File: src/rtl/hbmsp_pkg.sv
// constants and types shared by the host bus mode select port
package hbmsp_pkg;

    // **********************************************************************
    // interface modes
    // **********************************************************************
    typedef enum logic [2:0] {
        HBMSP_MODE_6800,
        HBMSP_MODE_8080,
        HBMSP_MODE_SPI4,
        HBMSP_MODE_SPI3,
        HBMSP_MODE_I2C,
        HBMSP_MODE_NONE
    } hbmsp_mode_t;

    // **********************************************************************
    // strap codes, written as {pin0, pin1, pin2}
    // **********************************************************************
    localparam logic [2:0] HBMSP_STRAP_6800 = 3'h1;
    localparam logic [2:0] HBMSP_STRAP_8080 = 3'h3;
    localparam logic [2:0] HBMSP_STRAP_SPI4 = 3'h0;
    localparam logic [2:0] HBMSP_STRAP_SPI3 = 3'h4;
    localparam logic [2:0] HBMSP_STRAP_I2C  = 3'h2;

    // **********************************************************************
    // widths, pin positions and reset values
    // **********************************************************************
    localparam int         HBMSP_DATA_W     = 8;
    localparam int         HBMSP_SYNC_W     = 13;
    localparam int         HBMSP_SCL_BIT    = 0;
    localparam int         HBMSP_SDI_BIT    = 1;
    localparam logic [7:0] HBMSP_BYTE_RST   = 8'h00;
    localparam logic [7:0] HBMSP_HIZ_MASK   = 8'hFC;
    localparam logic [7:0] HBMSP_ALL_OE     = 8'hFF;
    localparam logic [7:0] HBMSP_NO_OE      = 8'h00;

endpackage : hbmsp_pkg

File: src/rtl/hbmsp_sync.sv
// two flip-flop synchroniser for a vector of pin levels
`timescale 1ns/10ps
module hbmsp_sync #(
    parameter int W = 1
) (
    // clock and reset
    input  wire logic         clock,
    input  wire logic         reset,
    // levels
    input  wire logic [W-1:0] async_in,
    output logic      [W-1:0] sync_out
);
    logic [W-1:0] meta_q;

    // meta_q is read only by the second stage
    always_ff @(posedge clock or posedge reset) begin
        if (reset) begin
            meta_q   <= '0;
            sync_out <= '0;
        end else begin
            meta_q   <= async_in;
            sync_out <= meta_q;
        end
    end
endmodule : hbmsp_sync

File: src/rtl/hbmsp_port.sv
// host bus mode select port: strap decode, pin roles and data direction
`timescale 1ns/10ps
module hbmsp_port
    import hbmsp_pkg::*;
#(
    parameter int DW = HBMSP_DATA_W
) (
    // clock and reset
    input  wire logic          clock,
    input  wire logic          reset,
    input  wire logic          reset_n,
    // strap pins
    input  wire logic          bus_select_pin0,
    input  wire logic          bus_select_pin1,
    input  wire logic          bus_select_pin2,
    // host control pins
    input  wire logic          chip_select_n,
    input  wire logic          data_command_select,
    input  wire logic          write_strobe_pin,
    input  wire logic          read_strobe_pin,
    // data pins
    input  wire logic [DW-1:0] data_in,
    output logic      [DW-1:0] data_out,
    output logic      [DW-1:0] data_oe,
    // core side: read data, written bytes, mode and serial lines
    input  wire logic [DW-1:0] read_data,
    output logic               read_req_q,
    output logic      [DW-1:0] write_byte_q,
    output logic               write_is_data_q,
    output logic               write_valid_q,
    output hbmsp_mode_t        mode_q,
    output logic               serial_clock_q,
    output logic               serial_data_q,
    output logic               i2c_data_in,
    output logic               slave_address_low_bit
);
    // **********************************************************************
    // input synchronisation
    // **********************************************************************
    logic [HBMSP_SYNC_W-1:0] raw_w;
    logic [HBMSP_SYNC_W-1:0] syn_w;
    assign raw_w = {reset_n, chip_select_n, data_command_select, write_strobe_pin,
                    read_strobe_pin, data_in};

    hbmsp_sync #(.W(HBMSP_SYNC_W)) u_sync (
        .clock    (clock),
        .reset    (reset),
        .async_in (raw_w),
        .sync_out (syn_w)
    );

    logic          rst_n_s, cs_n_s, dc_s, wr_s, rd_s;
    logic [DW-1:0] d_s;
    assign {rst_n_s, cs_n_s, dc_s, wr_s, rd_s, d_s} = syn_w;

    // **********************************************************************
    // strap decode
    // **********************************************************************
    function automatic hbmsp_mode_t decode_strap(input logic [2:0] s);
        hbmsp_mode_t m;
        m = HBMSP_MODE_NONE;
        if (s == HBMSP_STRAP_6800) begin
            m = HBMSP_MODE_6800;
        end else if (s == HBMSP_STRAP_8080) begin
            m = HBMSP_MODE_8080;
        end else if (s == HBMSP_STRAP_SPI4) begin
            m = HBMSP_MODE_SPI4;
        end else if (s == HBMSP_STRAP_SPI3) begin
            m = HBMSP_MODE_SPI3;
        end else if (s == HBMSP_STRAP_I2C) begin
            m = HBMSP_MODE_I2C;
        end
        return m;
    endfunction : decode_strap

    // straps are static, but still pass the synchroniser pair
    logic [2:0] strap_meta_q;
    logic [2:0] strap_q;
    always_ff @(posedge clock or posedge reset) begin
        if (reset) begin
            strap_meta_q <= 3'h0;
            strap_q      <= 3'h0;
        end else begin
            strap_meta_q <= {bus_select_pin0, bus_select_pin1, bus_select_pin2};
            strap_q      <= strap_meta_q;
        end
    end

    // settings reload while the pin reset is low; a strap change made later
    // has no effect until the next pin reset, so a live bus never switches roles
    always_ff @(posedge clock or posedge reset) begin
        if (reset) begin
            mode_q <= HBMSP_MODE_NONE;
        end else if (!rst_n_s) begin
            mode_q <= decode_strap(strap_q);
        end
    end

    // **********************************************************************
    // pin roles
    // **********************************************************************
    wire is_8080   = (mode_q == HBMSP_MODE_8080);
    wire is_6800   = (mode_q == HBMSP_MODE_6800);
    wire is_i2c    = (mode_q == HBMSP_MODE_I2C);
    wire is_serial = (mode_q == HBMSP_MODE_SPI4) || (mode_q == HBMSP_MODE_SPI3);
    wire sel       = !cs_n_s && rst_n_s;
    // 8080: read strobe low requests a read
    wire rd_8080   = is_8080 && sel && !rd_s;
    // 6800: enable high with r/w high is a read
    wire rd_6800   = is_6800 && sel && rd_s && wr_s;
    wire drive_w   = rd_8080 || rd_6800;

    // **********************************************************************
    // write capture
    // **********************************************************************
    logic wr_prev_q, rd_prev_q;
    always_ff @(posedge clock or posedge reset) begin
        if (reset) begin
            wr_prev_q <= 1'b1;
            rd_prev_q <= 1'b0;
        end else begin
            wr_prev_q <= wr_s;
            rd_prev_q <= rd_s;
        end
    end
    // the data bits travel through the same two stages as the strobes
    wire wr_8080_w = is_8080 && sel && wr_s && !wr_prev_q;
    // 6800 write latches at the falling edge of enable with r/w low
    wire wr_6800_w = is_6800 && sel && !rd_s && rd_prev_q && !wr_s;
    wire wr_take_w = wr_8080_w || wr_6800_w;

    always_ff @(posedge clock or posedge reset) begin
        if (reset) begin
            write_byte_q    <= HBMSP_BYTE_RST;
            write_is_data_q <= 1'b0;
            write_valid_q   <= 1'b0;
        end else begin
            write_valid_q <= wr_take_w;
            if (wr_take_w) begin
                write_byte_q    <= d_s;
                write_is_data_q <= dc_s;
            end
        end
    end

    // **********************************************************************
    // data pin drivers and serial lines
    // **********************************************************************
    always_ff @(posedge clock or posedge reset) begin
        if (reset) begin
            data_out              <= HBMSP_BYTE_RST;
            data_oe               <= HBMSP_NO_OE;
            read_req_q            <= 1'b0;
            serial_clock_q        <= 1'b0;
            serial_data_q         <= 1'b0;
            i2c_data_in           <= 1'b0;
            slave_address_low_bit <= 1'b0;
        end else begin
            data_out   <= drive_w ? read_data : HBMSP_BYTE_RST;
            // serial and I2C never drive; pins 2-7 stay undriven
            data_oe    <= drive_w ? HBMSP_ALL_OE : HBMSP_NO_OE;
            read_req_q <= drive_w;
            serial_clock_q        <= (is_serial || is_i2c) && d_s[HBMSP_SCL_BIT];
            serial_data_q         <= is_serial && d_s[HBMSP_SDI_BIT];
            i2c_data_in           <= is_i2c && d_s[HBMSP_SDI_BIT];
            slave_address_low_bit <= is_i2c && dc_s;
        end
    end
endmodule : hbmsp_port

File: config.mk
export PLATFORM = sky130hd
export DESIGN_NAME = hbmsp_port
export DESIGN_NICKNAME = d
export VERILOG_FILES = /design/src/rtl/hbmsp_pkg.sv /design/src/rtl/hbmsp_sync.sv /design/src/rtl/hbmsp_port.sv
export SDC_FILE = /design/constraint.sdc
export NUM_CORES = 1
export LEC_CHECK = 0
export BUFFER_PORTS_ARGS = -buffer_cell sky130_fd_sc_hd__buf_2
export CAP_MARGIN = 20
export CORE_ASPECT_RATIO = 0.6
export CORE_UTILIZATION = 44
export DETAILED_ROUTE_END_ITERATION = 12
export PLACE_DENSITY = 0.73
export SLEW_MARGIN = 20
export SYNTH_ARGS = -nofsm -noshare
export SYNTH_HDL_FRONTEND = slang
export SYNTH_HIERARCHICAL = 1
export SYNTH_SLANG_ARGS = --single-unit
File: constraint.sdc
create_clock -name clock -period 1.5 [get_ports clock]
set_input_delay 0.3 -clock clock [delete_from_list [all_inputs] [get_ports clock]]
set_output_delay 0.3 -clock clock [all_outputs]
set_load 0.005 [all_outputs]
* Word level (Yosys, flattened, before mapping) *
Index checks and enable logic that the tools add are counted.

cells by class
  muxes and demuxes = 7
  equal/unequal tests = 8
  reductions and logical operators = 25
  shift operators = 0
  divide/modulo/power cells = 0
  order comparisons = 0
  bitwise logic cells = 0
  multipliers = 0
  add/subtract/negate cells = 0

operators with widths
  cell                  number
  $mux W8               2
  $logic_and A1 B1 Y1   15
  $eq A3 B2 Y1 const B  4
  $mux W3               4
  $eq A3 B1 Y1 const B  2
  $eq A3 B3 Y1 const B  2
  $logic_not A3 Y1      2
  $logic_not A1 Y1      4
  $logic_or A1 B1 Y1    4
  $mux W1               1

storage, ports and cells
  flip-flop bits (word level) = 68
  ROM bits = 0
  input port bits = 26
  memory bits (writable) = 0
  memories = 0
  logic and storage cells = 57
  latch bits = 0
  output and inout port bits = 34

* Depth between registers and ports, before layout *
Gate-level depths: netlist of the first run.

  word-level depth = 7
  depth in mapped cells = 4
  gate-level depth less buffers = 3

* Cells and area by module *
Netlist of the first run, hierarchy kept.

modules (own cells, without submodules)
  module      times used  cells an instance  seq. area each (µm²)  area each (µm²)
  hbmsp_port  1           83                 854.6                 1256.2
  hbmsp_sync  1           27                 650.6                 654.4

* Least setup slack after synthesis of the first run *
OpenSTA, ideal clock, no wires.

  path kind = register to register
  from = register mode_q[1]
  to = register write_byte_q[0]
  setup time = 125 ps
  slack = -157 ps
  arrival time = 1532 ps
  stages on the path, launching flop included = 5
  clock period less this slack = 1657 ps
  data required time = 1375 ps
  buffers on the path = 1
  cells stage by stage = dfrtp_1 or4b_1 a21o_1 buf_6 mux2_4

on the way
  word-level cells in the longest chain between the ends = 6
  elaborated cells on any way between the ends = 10
  classes of those cells = 1 x eq/ne; 9 x reduce/logical

RTL lines
  element                            line               source
  from (decl)                        hbmsp_port.sv:31   output hbmsp_mode_t mode_q,
  from (signal assigned)             hbmsp_port.sv:95   mode_q <= decode_strap(strap_q);
  $logic_not A3 Y1                   hbmsp_port.sv:103  wire is_6800 = (mode_q == HBMSP_MODE_6800);
  $logic_and A1 B1 Y1 (4 in series)  hbmsp_port.sv:129  wire wr_6800_w = is_6800 && sel && !rd_s && rd_prev_q && !wr_s;
  $logic_or A1 B1 Y1 (*)             hbmsp_port.sv:130  wire wr_take_w = wr_8080_w || wr_6800_w;
  to (signal assigned)               hbmsp_port.sv:140  write_byte_q <= d_s;
  to (decl)                          hbmsp_port.sv:28   output logic [DW-1:0] write_byte_q,

Mark *: on every way between the ends. The rest lies on a longest branch, timed or not.
A chain may end at the register's enable or synchronous reset.

* Worst setup path after layout of the first run *
  from = register u_sync.sync_out[11]
  to = register write_byte_q[4]

on the way
  word-level cells in the longest chain between the ends = 7
  elaborated cells on any way between the ends = 10
  classes of those cells = 10 x reduce/logical

RTL lines
  element                            line               source
  from (decl)                        hbmsp_sync.sv:11   output logic [W-1:0] sync_out
  from (signal assigned)             hbmsp_sync.sv:22   sync_out <= meta_q;
  $logic_not A1 Y1 (*)               hbmsp_port.sv:106  wire sel = !cs_n_s && rst_n_s;
  $logic_and A1 B1 Y1 (*)            hbmsp_port.sv:106
  $logic_and A1 B1 Y1 (4 in series)  hbmsp_port.sv:129
  $logic_or A1 B1 Y1 (*)             hbmsp_port.sv:130

Marks and branches as above.

==> results of run 1 <==
-- what timing repair did --
action	CTS	global route
buffers inserted	1	0
pin swaps	1	1
gates resized for setup	1	0
cloned	0	0
setup endpoints to repair	9	9
-- through the flow --
| stage | worst slack, ns | area, um2 | std cells |
|---|---|---|---|
| 3_3_place_gp | -0.131 | 2310 | 230 |
| 2_1_floorplan | -0.141 | 1910 | 110 |
| 6_report | -0.164 | 2560 | 247 |
| 5_1_grt | -0.191 | 2560 | 247 |
| 4_1_cts | -0.175 | 2560 | 247 |
| 3_5_place_dp | -0.191 | 2310 | 230 |
-- worst min-delay path: stages --
cell    delay, ns
buf_2        0.11
inv_1        0.08
buf_12       0.21
-- power groups by stage --
stage	clock network (W)	registers, W	logic [W]
after floorplan	0	0.00187	0.000171
after global placement	0	0.00185	0.000355
after detailed placement	0	0.00186	0.000373
after CTS	0.00169	0.00183	0.000377
after global routing	0.00177	0.00185	0.000407
final	0.00165	0.00183	0.000369
-- routing by layer --
metal / share of wire (%) / GRT usage, %
met4: 0.75 / 7.50
met2: 52 / 26.0
met5: 0 / 0
met3: 6.9 / 9.05
met1: 40 / 17.6
-- flip-flops by register name, indices dropped and copies added, names as in the netlist --
signal and flops:
u_sync/sync_out 13, write_valid_q 1, write_byte_q 8, serial_clock_q 1, strap_meta_q 3, data_oe 1
slave_address_low_bit 1, write_is_data_q 1, i2c_data_in 1, u_sync/meta_q 13, wr_prev_q 1, serial_data_q 1
mode_q 3, rd_prev_q 1, data_out 8, strap_q 3
-- area by class of cell --
| cell class | count | area, um2 |
|---|---|---|
| Multi-Input combinational cell | 38 | 327 |
| Inverter | 3 | 11.3 |
| Clock buffer | 12 | 165 |
| Clock inverter | 4 | 70.1 |
| Timing Repair Buffer | 70 | 403 |
| Fill cell | 339 | 1590 |
| Sequential cell | 60 | 1510 |
| Tap cell | 60 | 75.1 |
-- kinds of logic after synthesis --
| group | after synthesis | share of synthesized area, % |
|---|---|---|
| multiplexers | 10 | 7.60 |
| AO/OA/AOI/OAI | 7 | 2.23 |
| buffers and inverters | 12 | 4.32 |
| flip-flops | 60 | 78.8 |
| AND/OR/NAND/NOR | 21 | 7.07 |
-- final timing paths --
path                       depth (start not counted)             endpoint  slack (ns)                 from
setup / recovery                                   4      write_byte_q[4]       -0.16  u_sync/sync_out[11]
hold / removal                                     3      write_byte_q[3]        0.02                reset
setup reg to reg                                   4      write_byte_q[4]       -0.16  u_sync/sync_out[11]
hold reg to reg                                    0  u_sync/sync_out[10]        0.35    u_sync/meta_q[10]
max in group asynchronous                          3            mode_q[2]        1.23                reset
min in group clock                                 1     u_sync/meta_q[4]        0.08           data_in[4]
-- placed cells by master (no fill, tap or decap), drive strengths merged --
master / n
a21o: 1
a21oi: 2
and2: 11
buf: 70
bufinv: 2
clkbuf: 12
clkinv: 2
dfrtp: 57
dfstp: 3
inv: 3
mux2: 9
mux2i: 1
nand2: 3
nand2b: 1
nand3b: 2
nor2b: 1
nor3b: 1
o21a: 1
o21ai: 2
o31ai: 1
or4b: 2
==> impl_metrics.py, run 1 <==
metrics = {
    "yosys": {
        "post_synth_num_cell_types": 19,
        "syn_nets": 136,
        "ys_seq_area_share_pct": 78.8,
        "synth_top_area_share_pct": 74.7,
        "synth_area_um2": 1910,
        "async_flop_share_pct": 100,
        "ys_top_cells_by_count": "57 x dfrtp_1, 11 x and2_1, 9 x mux2_4",
        "avgSynthCellArea_um2": 17.4,
        "synth_flop_cell": "dfrtp_1",
        "yosys_warnings": 6,
        "synth_area_leaders": "dfrtp_1 75%, mux2_4 7.1%, dfstp_2 4.1%",
        "syn_inst": 110,
        "synth_seq_cells": 60,
        "synth_edf_count": 0,
        "yosys.area.top_type": "dfrtp_1",
        "yosys.cell_count.top_type": "dfrtp_1",
    },
    "timing": {
        "maxSlewViolCount": 0,
        "worst_pin_slew_ns": 0.456,
        "relSlewSlack_pct": 69.5,
        "setup-tns-final_ns": -1.32,
        "finalCriticalPeriod_ns": 1.66,
        "setup_viol": 9,
        "hold_violations": 0,
        "grt_setup_unrepaired": "true",
        "post-route-period-util_pct": 111,
        "fin_worst_hold_slack_ns": 0.0194,
        "fin_worst_skew_ns": 0.00552,
        "finalWorstSetupSlack_ns": -0.164,
        "max_clock_freq_ghz": 0.601,
    },
    "status": {
        "violations": "setup timing",
        "outcome": "complete, but fails checks",
    },
    "hold_path": {
        "hold_path_class": "input port to async pin",
    },
    "power": {
        "p_leak_nw": 1.37,
        "switching_share_pct": 20.5,
        "pwr-share-seq_pct": 47.6,
        "ir_worst_vdd_mv": 0.866,
        "p_total_w": 0.00385,
        "powerDensity_nw_per_um2": 1510,
        "p_int_w": 0.00306,
        "p_switching_w": 0.000788,
        "clkPwrFrac_pct": 42.8,
        "pwr-share-comb_pct": 9.6,
    },
    "placement": {
        "finalWeightedCongestion": 0.698,
        "place_hpwl_um": 2180,
        "numPortBuffers": 59,
    },
    "cts": {
        "clock_latency_ns": 0.33,
        "cts_sinks": 60,
        "cts_tree": "yes",
        "hold_buffers": 0,
        "clockBufferDepth": 2,
        "cts_made_buffers": 9,
        "htree_levels": 3,
        "cts_root_buf": "clkbuf_8",
        "clk_pin_slew_ns": 0.06,
    },
    "worst_setup_path": {
        "crit_slowest_cell": "or4b_4",
        "required_ns": 1.70,
        "worstSetupStartpointType": "flip-flop",
        "path_max_fanout": 10,
        "worstSetupEndpointType": "flip-flop",
        "critPathBufInv": 1,
        "critPathTopFamily": "simple AND/OR/NAND/NOR gates",
        "max_stage_delay_ns": 0.53,
        "cp.arrival_ns": 1.87,
        "critPathKind": "flip-flop to flip-flop",
        "path_cells": "or4b_4 -> a21o_1 -> buf_12 -> mux2_4",
    },
    "detailed_routing": {
        "wire_per_inst_um": 12.4,
        "ant_nets": 0,
        "dr.first_iter.drc_count": 25,
        "postRouteWirelength_um": 3070,
        "vias": 1038,
        "dr.pass1.iters": 4,
        "vias_per_cell": 4.20,
        "drc": 0,
    },
    "global_route": {
        "grt_antenna_before_repair": 0,
        "grt_max_degree": 35,
        "grt_pass1_wl_um": 4890,
        "grt_overflow": 0,
        "grt_pass1_vias": 1033,
        "gr-usage-all-layers_pct": 16.1,
    },
    "floorplanning": {
        "die_width_um": 87.1,
        "num_io_pins": 60,
        "core_um2": 4140,
        "fp-row-count": 18,
        "die_h_um": 53.0,
        "start_util_pct": 46.1,
        "dieArea_um2": 4620,
    },
    "cells_and_area": {
        "antenna_cells": 0,
        "final_util_pct": 61.7,
        "area_growth_pct": 33.8,
        "fin_nets": 208,
        "drive_gt1_share_pct": 52.9,
    },
    "flow_run": {
        "cap_violations": 0,
    },
}
Power figures use the tool's default switching activity.
==> run 2: changes to the inputs <==
--- a/config.mk
+++ b/config.mk
@@ -7,12 +7,11 @@
 export LEC_CHECK = 0
 export BUFFER_PORTS_ARGS = -buffer_cell sky130_fd_sc_hd__buf_2
 export CAP_MARGIN = 20
-export CORE_ASPECT_RATIO = 0.6
+export CORE_ASPECT_RATIO = 0.9
 export CORE_UTILIZATION = 44
 export DETAILED_ROUTE_END_ITERATION = 12
 export PLACE_DENSITY = 0.73
 export SLEW_MARGIN = 20
 export SYNTH_ARGS = -nofsm -noshare
 export SYNTH_HDL_FRONTEND = slang
-export SYNTH_HIERARCHICAL = 1
 export SYNTH_SLANG_ARGS = --single-unit
==> run 2 against run 1 <==
The run ends with DRC, setup timing left. Clock power decreased by 18%. Sequential share of layout area decreased by 0.20 points. Hold slack improved by 0.042 ns. Non-clock buffer count increased by 4.
==> impl_metrics.py, run 2 <==
metrics = {
    "cts": {
        "cts_made_buffers": 9,
        "clk_pin_slew_ns": 0.07,
        "cts_tree": "yes",
        "cts_sinks": 60,
        "htree_levels": 3,
        "clockBufferDepth": 2,
        "cts_root_buf": "clkbuf_8",
        "clock_latency_ns": 0.32,
    },
    "cells_and_area": {
        "mostFrequentLayoutCells": "59 x buf_2, 57 x dfrtp_1, 9 x mux2_4, 9 x clkbuf_8, 9 x buf_4",
        "antenna_cells": 0,
        "drive_gt1_share_pct": 59.5,
        "final_cells": 238,
        "final_util_pct": 62.1,
        "fin_nets": 211,
        "n_fill_cell": 333,
        "postLayoutCellArea_um2": 2560,
        "largestRegisters": "u_sync.meta_q: 13 flops, u_sync.sync_out: 13 flops",
        "area_growth_pct": 34.5,
        "final_common_cell": "buf_2",
    },
    "floorplanning": {
        "start_util_pct": 46.2,
        "num_io_pins": 60,
        "dieArea_um2": 4600,
        "fp-row-count": 22,
        "die_h_um": 64.5,
        "die_width_um": 71.4,
        "core_um2": 4130,
    },
    "timing": {
        "worst_pin_slew_ns": 0.398,
        "fin_worst_skew_ns": 0.00518,
        "hold_violations": 0,
        "grt_setup_unrepaired": "true",
        "setup_viol": 18,
        "max_clock_freq_ghz": 0.600,
        "finalCriticalPeriod_ns": 1.67,
        "finalWorstSetupSlack_ns": -0.166,
        "fin_worst_hold_slack_ns": 0.0609,
        "relSlewSlack_pct": 73.4,
        "post-route-period-util_pct": 111,
        "maxSlewViolCount": 0,
    },
    "detailed_routing": {
        "vias": 1061,
        "dr.pass1.iters": 11,
        "dr.first_iter.drc_count": 29,
        "postRouteWirelength_um": 3090,
        "wire_per_inst_um": 13.0,
        "drc": 4,
        "vias_per_cell": 4.46,
        "ant_nets": 0,
    },
    "status": {
        "outcome": "complete, but fails checks",
        "violations": "DRC, setup timing",
    },
    "worst_setup_path": {
        "r2r-start": "mode_q[2]",
        "path_cells": "or4b_4 -> a21o_1 -> buf_12 -> mux2_4",
        "worstSetupEndpointType": "flip-flop",
        "path_max_fanout": 10,
        "required_ns": 1.70,
        "crit_slowest_cell": "or4b_4",
        "worstSetupStartpointType": "flip-flop",
        "max_stage_delay_ns": 0.53,
        "cp.arrival_ns": 1.87,
        "critPathKind": "flip-flop to flip-flop",
        "critical_path.startpoint": "mode_q[2]",
    },
    "placement": {
        "placed_cell_area_um2": 2280,
        "finalWeightedCongestion": 0.684,
        "dp.cells": 217,
        "numPortBuffers": 59,
        "place_hpwl_um": 2020,
    },
    "yosys": {
        "yosys_warnings": 0,
        "synth_area_um2": 1910,
        "synth_area_leaders": "dfrtp_1 75%, mux2_4 7.1%, dfstp_2 4.1%",
        "yosys.area.top_type": "dfrtp_1",
        "post_synth_num_cell_types": 19,
        "yosys.cell_count.top_type": "dfrtp_1",
        "syn_nets": 135,
        "synth_seq_cells": 60,
        "synth_flop_cell": "dfrtp_1",
        "synth_top_area_share_pct": 74.8,
        "ys_seq_area_share_pct": 78.9,
        "avgSynthCellArea_um2": 17.5,
        "async_flop_share_pct": 100,
        "syn_inst": 109,
        "ys_top_cells_by_count": "57 x dfrtp_1, 11 x and2_1, 9 x mux2_4",
        "synth_edf_count": 0,
    },
    "power": {
        "p_leak_nw": 1.36,
        "powerDensity_nw_per_um2": 1390,
        "ir_worst_vdd_mv": 0.765,
        "p_total_w": 0.00357,
    },
    "global_route": {
        "gr-usage-all-layers_pct": 16.1,
        "grt_max_degree": 33,
        "grt_antenna_before_repair": 0,
        "grt_pass1_wl_um": 5230,
        "grt_overflow": 0,
        "grt_pass1_vias": 1141,
    },
    "flow_run": {
        "cap_violations": 0,
    },
    "hold_path": {
        "hold_path_class": "input port to async pin",
    },
}
==> run 2: cell types whose count changed after synthesis, sizes merged <==
cell	delta
inv	-1
==> run 2: cell families after synthesis <==
family                 after synthesis  synth area share (%)
flip-flops                          60                  78.9
AND/OR/NAND/NOR                     21                  7.09
buffers and inverters               11                  4.13
AO/OA/AOI/OAI                        7                  2.23
multiplexers                        10                  7.61
==> run 2: layer usage <==
metal  routed length [um]  GRT usage, %  share of wire [%]
met3                  184          7.00                5.9
met4                   34          10.3                1.1
met2                 1500          24.2                 48
met1                 1380          19.0                 45
met5                    0             0                  0
==> run 2: what timing repair did <==
action,4_1_cts,5_1_grt
setup buffers,3,1
pin swaps,1,9
setup endpoints to repair,17,18
resized for setup,6,11
hold buffers,0,0
cloned,1,0
==> run 2: through the flow <==
stage / setup WS, ns / setup TNS, ns
after floorplan: -0.141 / -1.27
after CTS: -0.175 / -1.59
after detailed placement: -0.209 / -1.85
after global routing: -0.209 / -3.00
after global placement: -0.166 / -1.55
final: -0.166 / -2.21
==> run 2: cell type report <==
type | instances | area (um2) | share of cell area (%)
timing repair buffer | 74 | 439 | 17.1
clock inverter | 7 | 67.6 | 2.63
sequential | 60 | 1510 | 58.7
multi-input combinational | 38 | 358 | 14.0
clock buffer | 9 | 124 | 4.83
inverter | 2 | 11.3 | 0.439
tap | 48 | 60.1 | 2.34
==> run 2: final timing paths <==
path                                            to  slack (ns)  depth (start not counted)
min in group clock                 strap_meta_q[1]        0.08                          1
worst max-delay path               write_byte_q[0]       -0.17                          4
worst max register to register     write_byte_q[0]       -0.17                          4
worst min register to register  u_sync.sync_out[5]        0.35                          0
max in group asynchronous                wr_prev_q        1.10                          3
worst min-delay path               write_byte_q[6]        0.06                          3
==> run 2: critical path: cells and delay by family (launching register included) <==
family,cells,cell delay [ns]
AOI/OAI and AO/OA,1,0.21
buffers and inverters,1,0.16
and+or+nand+nor,1,0.53
muxes,1,0.29
DFF,1,0.37
==> run 2: report_power, final <==
part	total [W]	switching (W)	internal, W
Clock	0.00135	0.000598	0.000756
Sequential	0.00183	0.0000652	0.00176
Combinational	0.000381	0.000143	0.000239
Total	0.00357	0.000806	0.00276
==> run 3: changes to the inputs <==
--- a/config.mk
+++ b/config.mk
@@ -7,7 +7,6 @@
 export LEC_CHECK = 0
 export BUFFER_PORTS_ARGS = -buffer_cell sky130_fd_sc_hd__buf_2
 export CAP_MARGIN = 20
-export CORE_ASPECT_RATIO = 0.9
 export CORE_UTILIZATION = 44
 export DETAILED_ROUTE_END_ITERATION = 12
 export PLACE_DENSITY = 0.73
==> run 3 against run 2 <==
Via count down 1.1%. Sequential share of layout area down 0.17 points. Die area about the same. Global-route usage down 0.60 points. Combinational power about the same. The flow finishes with violations (setup timing). Sequential cell count unchanged. Non-clock buffer count down 1. Worst setup slack worse by 0.0097 ns. Critical endpoint unchanged. Power up 5.0%. Sequential power about the same. Fmax down 0.58%. Wire length down 2.8%.
==> impl_metrics.py, run 3 (synthesized netlist as in run 2, its figures left out) <==
metrics = {
    "status": {
        "outcome": "complete, but fails checks",
        "violations": "setup timing",
    },
    "cells_and_area": {
        "antenna_cells": 0,
        "area_growth_pct": 34.9,
        "largestRegisters": "u_sync.meta_q: 13 flops, u_sync.sync_out: 13 flops",
        "final_common_cell": "buf_2",
        "drive_gt1_share_pct": 55.0,
        "n_fill_cell": 327,
        "fin_nets": 210,
        "mostFrequentLayoutCells": "59 x buf_2, 57 x dfrtp_1, 10 x and2_1, 10 x clkbuf_8",
    },
    "worst_setup_path": {
        "path_max_fanout": 10,
        "path_cells": "or4b_4 -> a21o_1 -> buf_12 -> mux2_4",
        "worstSetupStartpointType": "flip-flop",
        "critPathTopFamily": "simple AND/OR/NAND/NOR gates",
        "critPathBufInv": 1,
        "crit_slowest_cell": "or4b_4",
        "worstSetupEndpointType": "flip-flop",
        "critPathKind": "flip-flop to flip-flop",
        "cp.arrival_ns": 1.88,
        "required_ns": 1.70,
        "max_stage_delay_ns": 0.52,
    },
    "timing": {
        "finalWorstSetupSlack_ns": -0.176,
        "maxSlewViolCount": 0,
        "max_clock_freq_ghz": 0.597,
        "fin_worst_hold_slack_ns": 0.0510,
        "hold_violations": 0,
        "setup_viol": 18,
        "grt_setup_unrepaired": "true",
        "worst_pin_slew_ns": 0.395,
        "relSlewSlack_pct": 73.6,
        "fin_worst_skew_ns": 0.00488,
        "finalCriticalPeriod_ns": 1.68,
        "post-route-period-util_pct": 112,
        "setup-tns-final_ns": -2.61,
    },
    "floorplanning": {
        "num_io_pins": 60,
        "start_util_pct": 46.7,
        "dieArea_um2": 4600,
        "core_um2": 4090,
        "fp-row-count": 23,
        "die_h_um": 67.8,
        "die_width_um": 67.8,
    },
    "detailed_routing": {
        "drc": 0,
        "wl_met1_um": 1220,
        "vias_per_cell": 4.39,
        "route.met3.wl_um": 210,
        "dr.pass1.iters": 5,
        "wl_met2_um": 1570,
        "highest_layer": "met3",
        "postRouteWirelength_um": 3010,
        "dr.first_iter.drc_count": 32,
        "vias": 1049,
        "ant_nets": 0,
        "wire_per_inst_um": 12.6,
    },
    "power": {
        "ir_worst_vdd_mv": 0.946,
        "p_leak_nw": 1.37,
        "powerDensity_nw_per_um2": 1460,
    },
    "cts": {
        "cts_root_buf": "clkbuf_8",
        "clockBufferDepth": 2,
        "hold_buffers": 0,
        "clock_latency_ns": 0.32,
        "htree_levels": 3,
        "cts_tree": "yes",
        "cts_sinks": 60,
        "cts_made_buffers": 9,
        "clk_pin_slew_ns": 0.06,
    },
    "global_route": {
        "grt_max_degree": 61,
        "grt_overflow": 0,
        "grt_pass1_vias": 1095,
        "gr-usage-all-layers_pct": 15.5,
        "grt_pass1_wl_um": 4860,
        "grt_antenna_before_repair": 0,
    },
    "placement": {
        "numPortBuffers": 59,
        "finalWeightedCongestion": 0.731,
        "place_hpwl_um": 2020,
    },
    "hold_path": {
        "hold_path_class": "input port to async pin",
    },
    "flow_run": {
        "cap_violations": 0,
    },
}
## run 3: what timing repair did
| item | in CTS | in global routing |
|---|---|---|
| buffers inserted | 1 | 3 |
| setup endpoints to repair | 17 | 17 |
| gates resized for setup | 6 | 2 |
| cloned | 1 | 0 |
| pin swaps | 2 | 0 |
## run 3: worst register-to-register path, cell delays in order (launching register included)
cell,delay (ns)
dfrtp_1,0.39
or4b_4,0.52
a21o_1,0.20
buf_12,0.15
mux2_4,0.29
## run 3: final timing paths
kind                                   startpoint                   to  slack [ns]  cells after the start
min in group clock                     data_in[5]     u_sync.meta_q[5]        0.08                      1
worst max-delay path                    mode_q[1]      write_byte_q[0]       -0.18                      4
max in group asynchronous                   reset            mode_q[2]        1.15                      3
worst min register to register  u_sync.meta_q[12]  u_sync.sync_out[12]        0.35                      0
worst min-delay path                        reset     u_sync.meta_q[5]        0.05                      3
worst max register to register          mode_q[1]      write_byte_q[0]       -0.18                      4
## run 3: area by class of cell
class                           count  area [um2]  share of cell area (%)
Clock inverter                      5        75.1                    2.92
Timing Repair Buffer               73         437                    17.0
Multi-Input combinational cell     38         340                    13.2
Inverter                            2        11.3                   0.438
Clock buffer                       11         141                    5.50
Tap cell                           50        62.6                    2.43
Sequential cell                    60        1510                    58.5
## run 3: per-stage QoR
stage / util (%) / power, W / cells / instance area (um2) / worst slack (ns)
after floorplan: - / 0.00204 / 109 / 1910 / -0.141
after global placement: 56.0 / 0.00221 / 218 / 2290 / -0.155
after detailed placement: 56.0 / 0.00223 / 218 / 2290 / -0.218
after CTS: 62.2 / 0.00379 / 236 / 2540 / -0.170
after global routing: 63.0 / 0.00393 / 239 / 2570 / -0.201
final: 63.0 / 0.00374 / 239 / 2570 / -0.176
## run 3: layer usage
metal  vias to the layer above  track usage, %
li1                        501               -
met1                       510            17.0
met2                        38            24.4
met3                         0            9.83
met4                         0            5.47
met5                         -               0
## run 3: power breakdown
part	internal, W	switching, W	leakage, nW
clock	0.000972	0.000565	0.113
sequential	0.00176	0.0000643	0.736
combinational	0.000237	0.000142	0.524
total	0.00297	0.000771	1.37
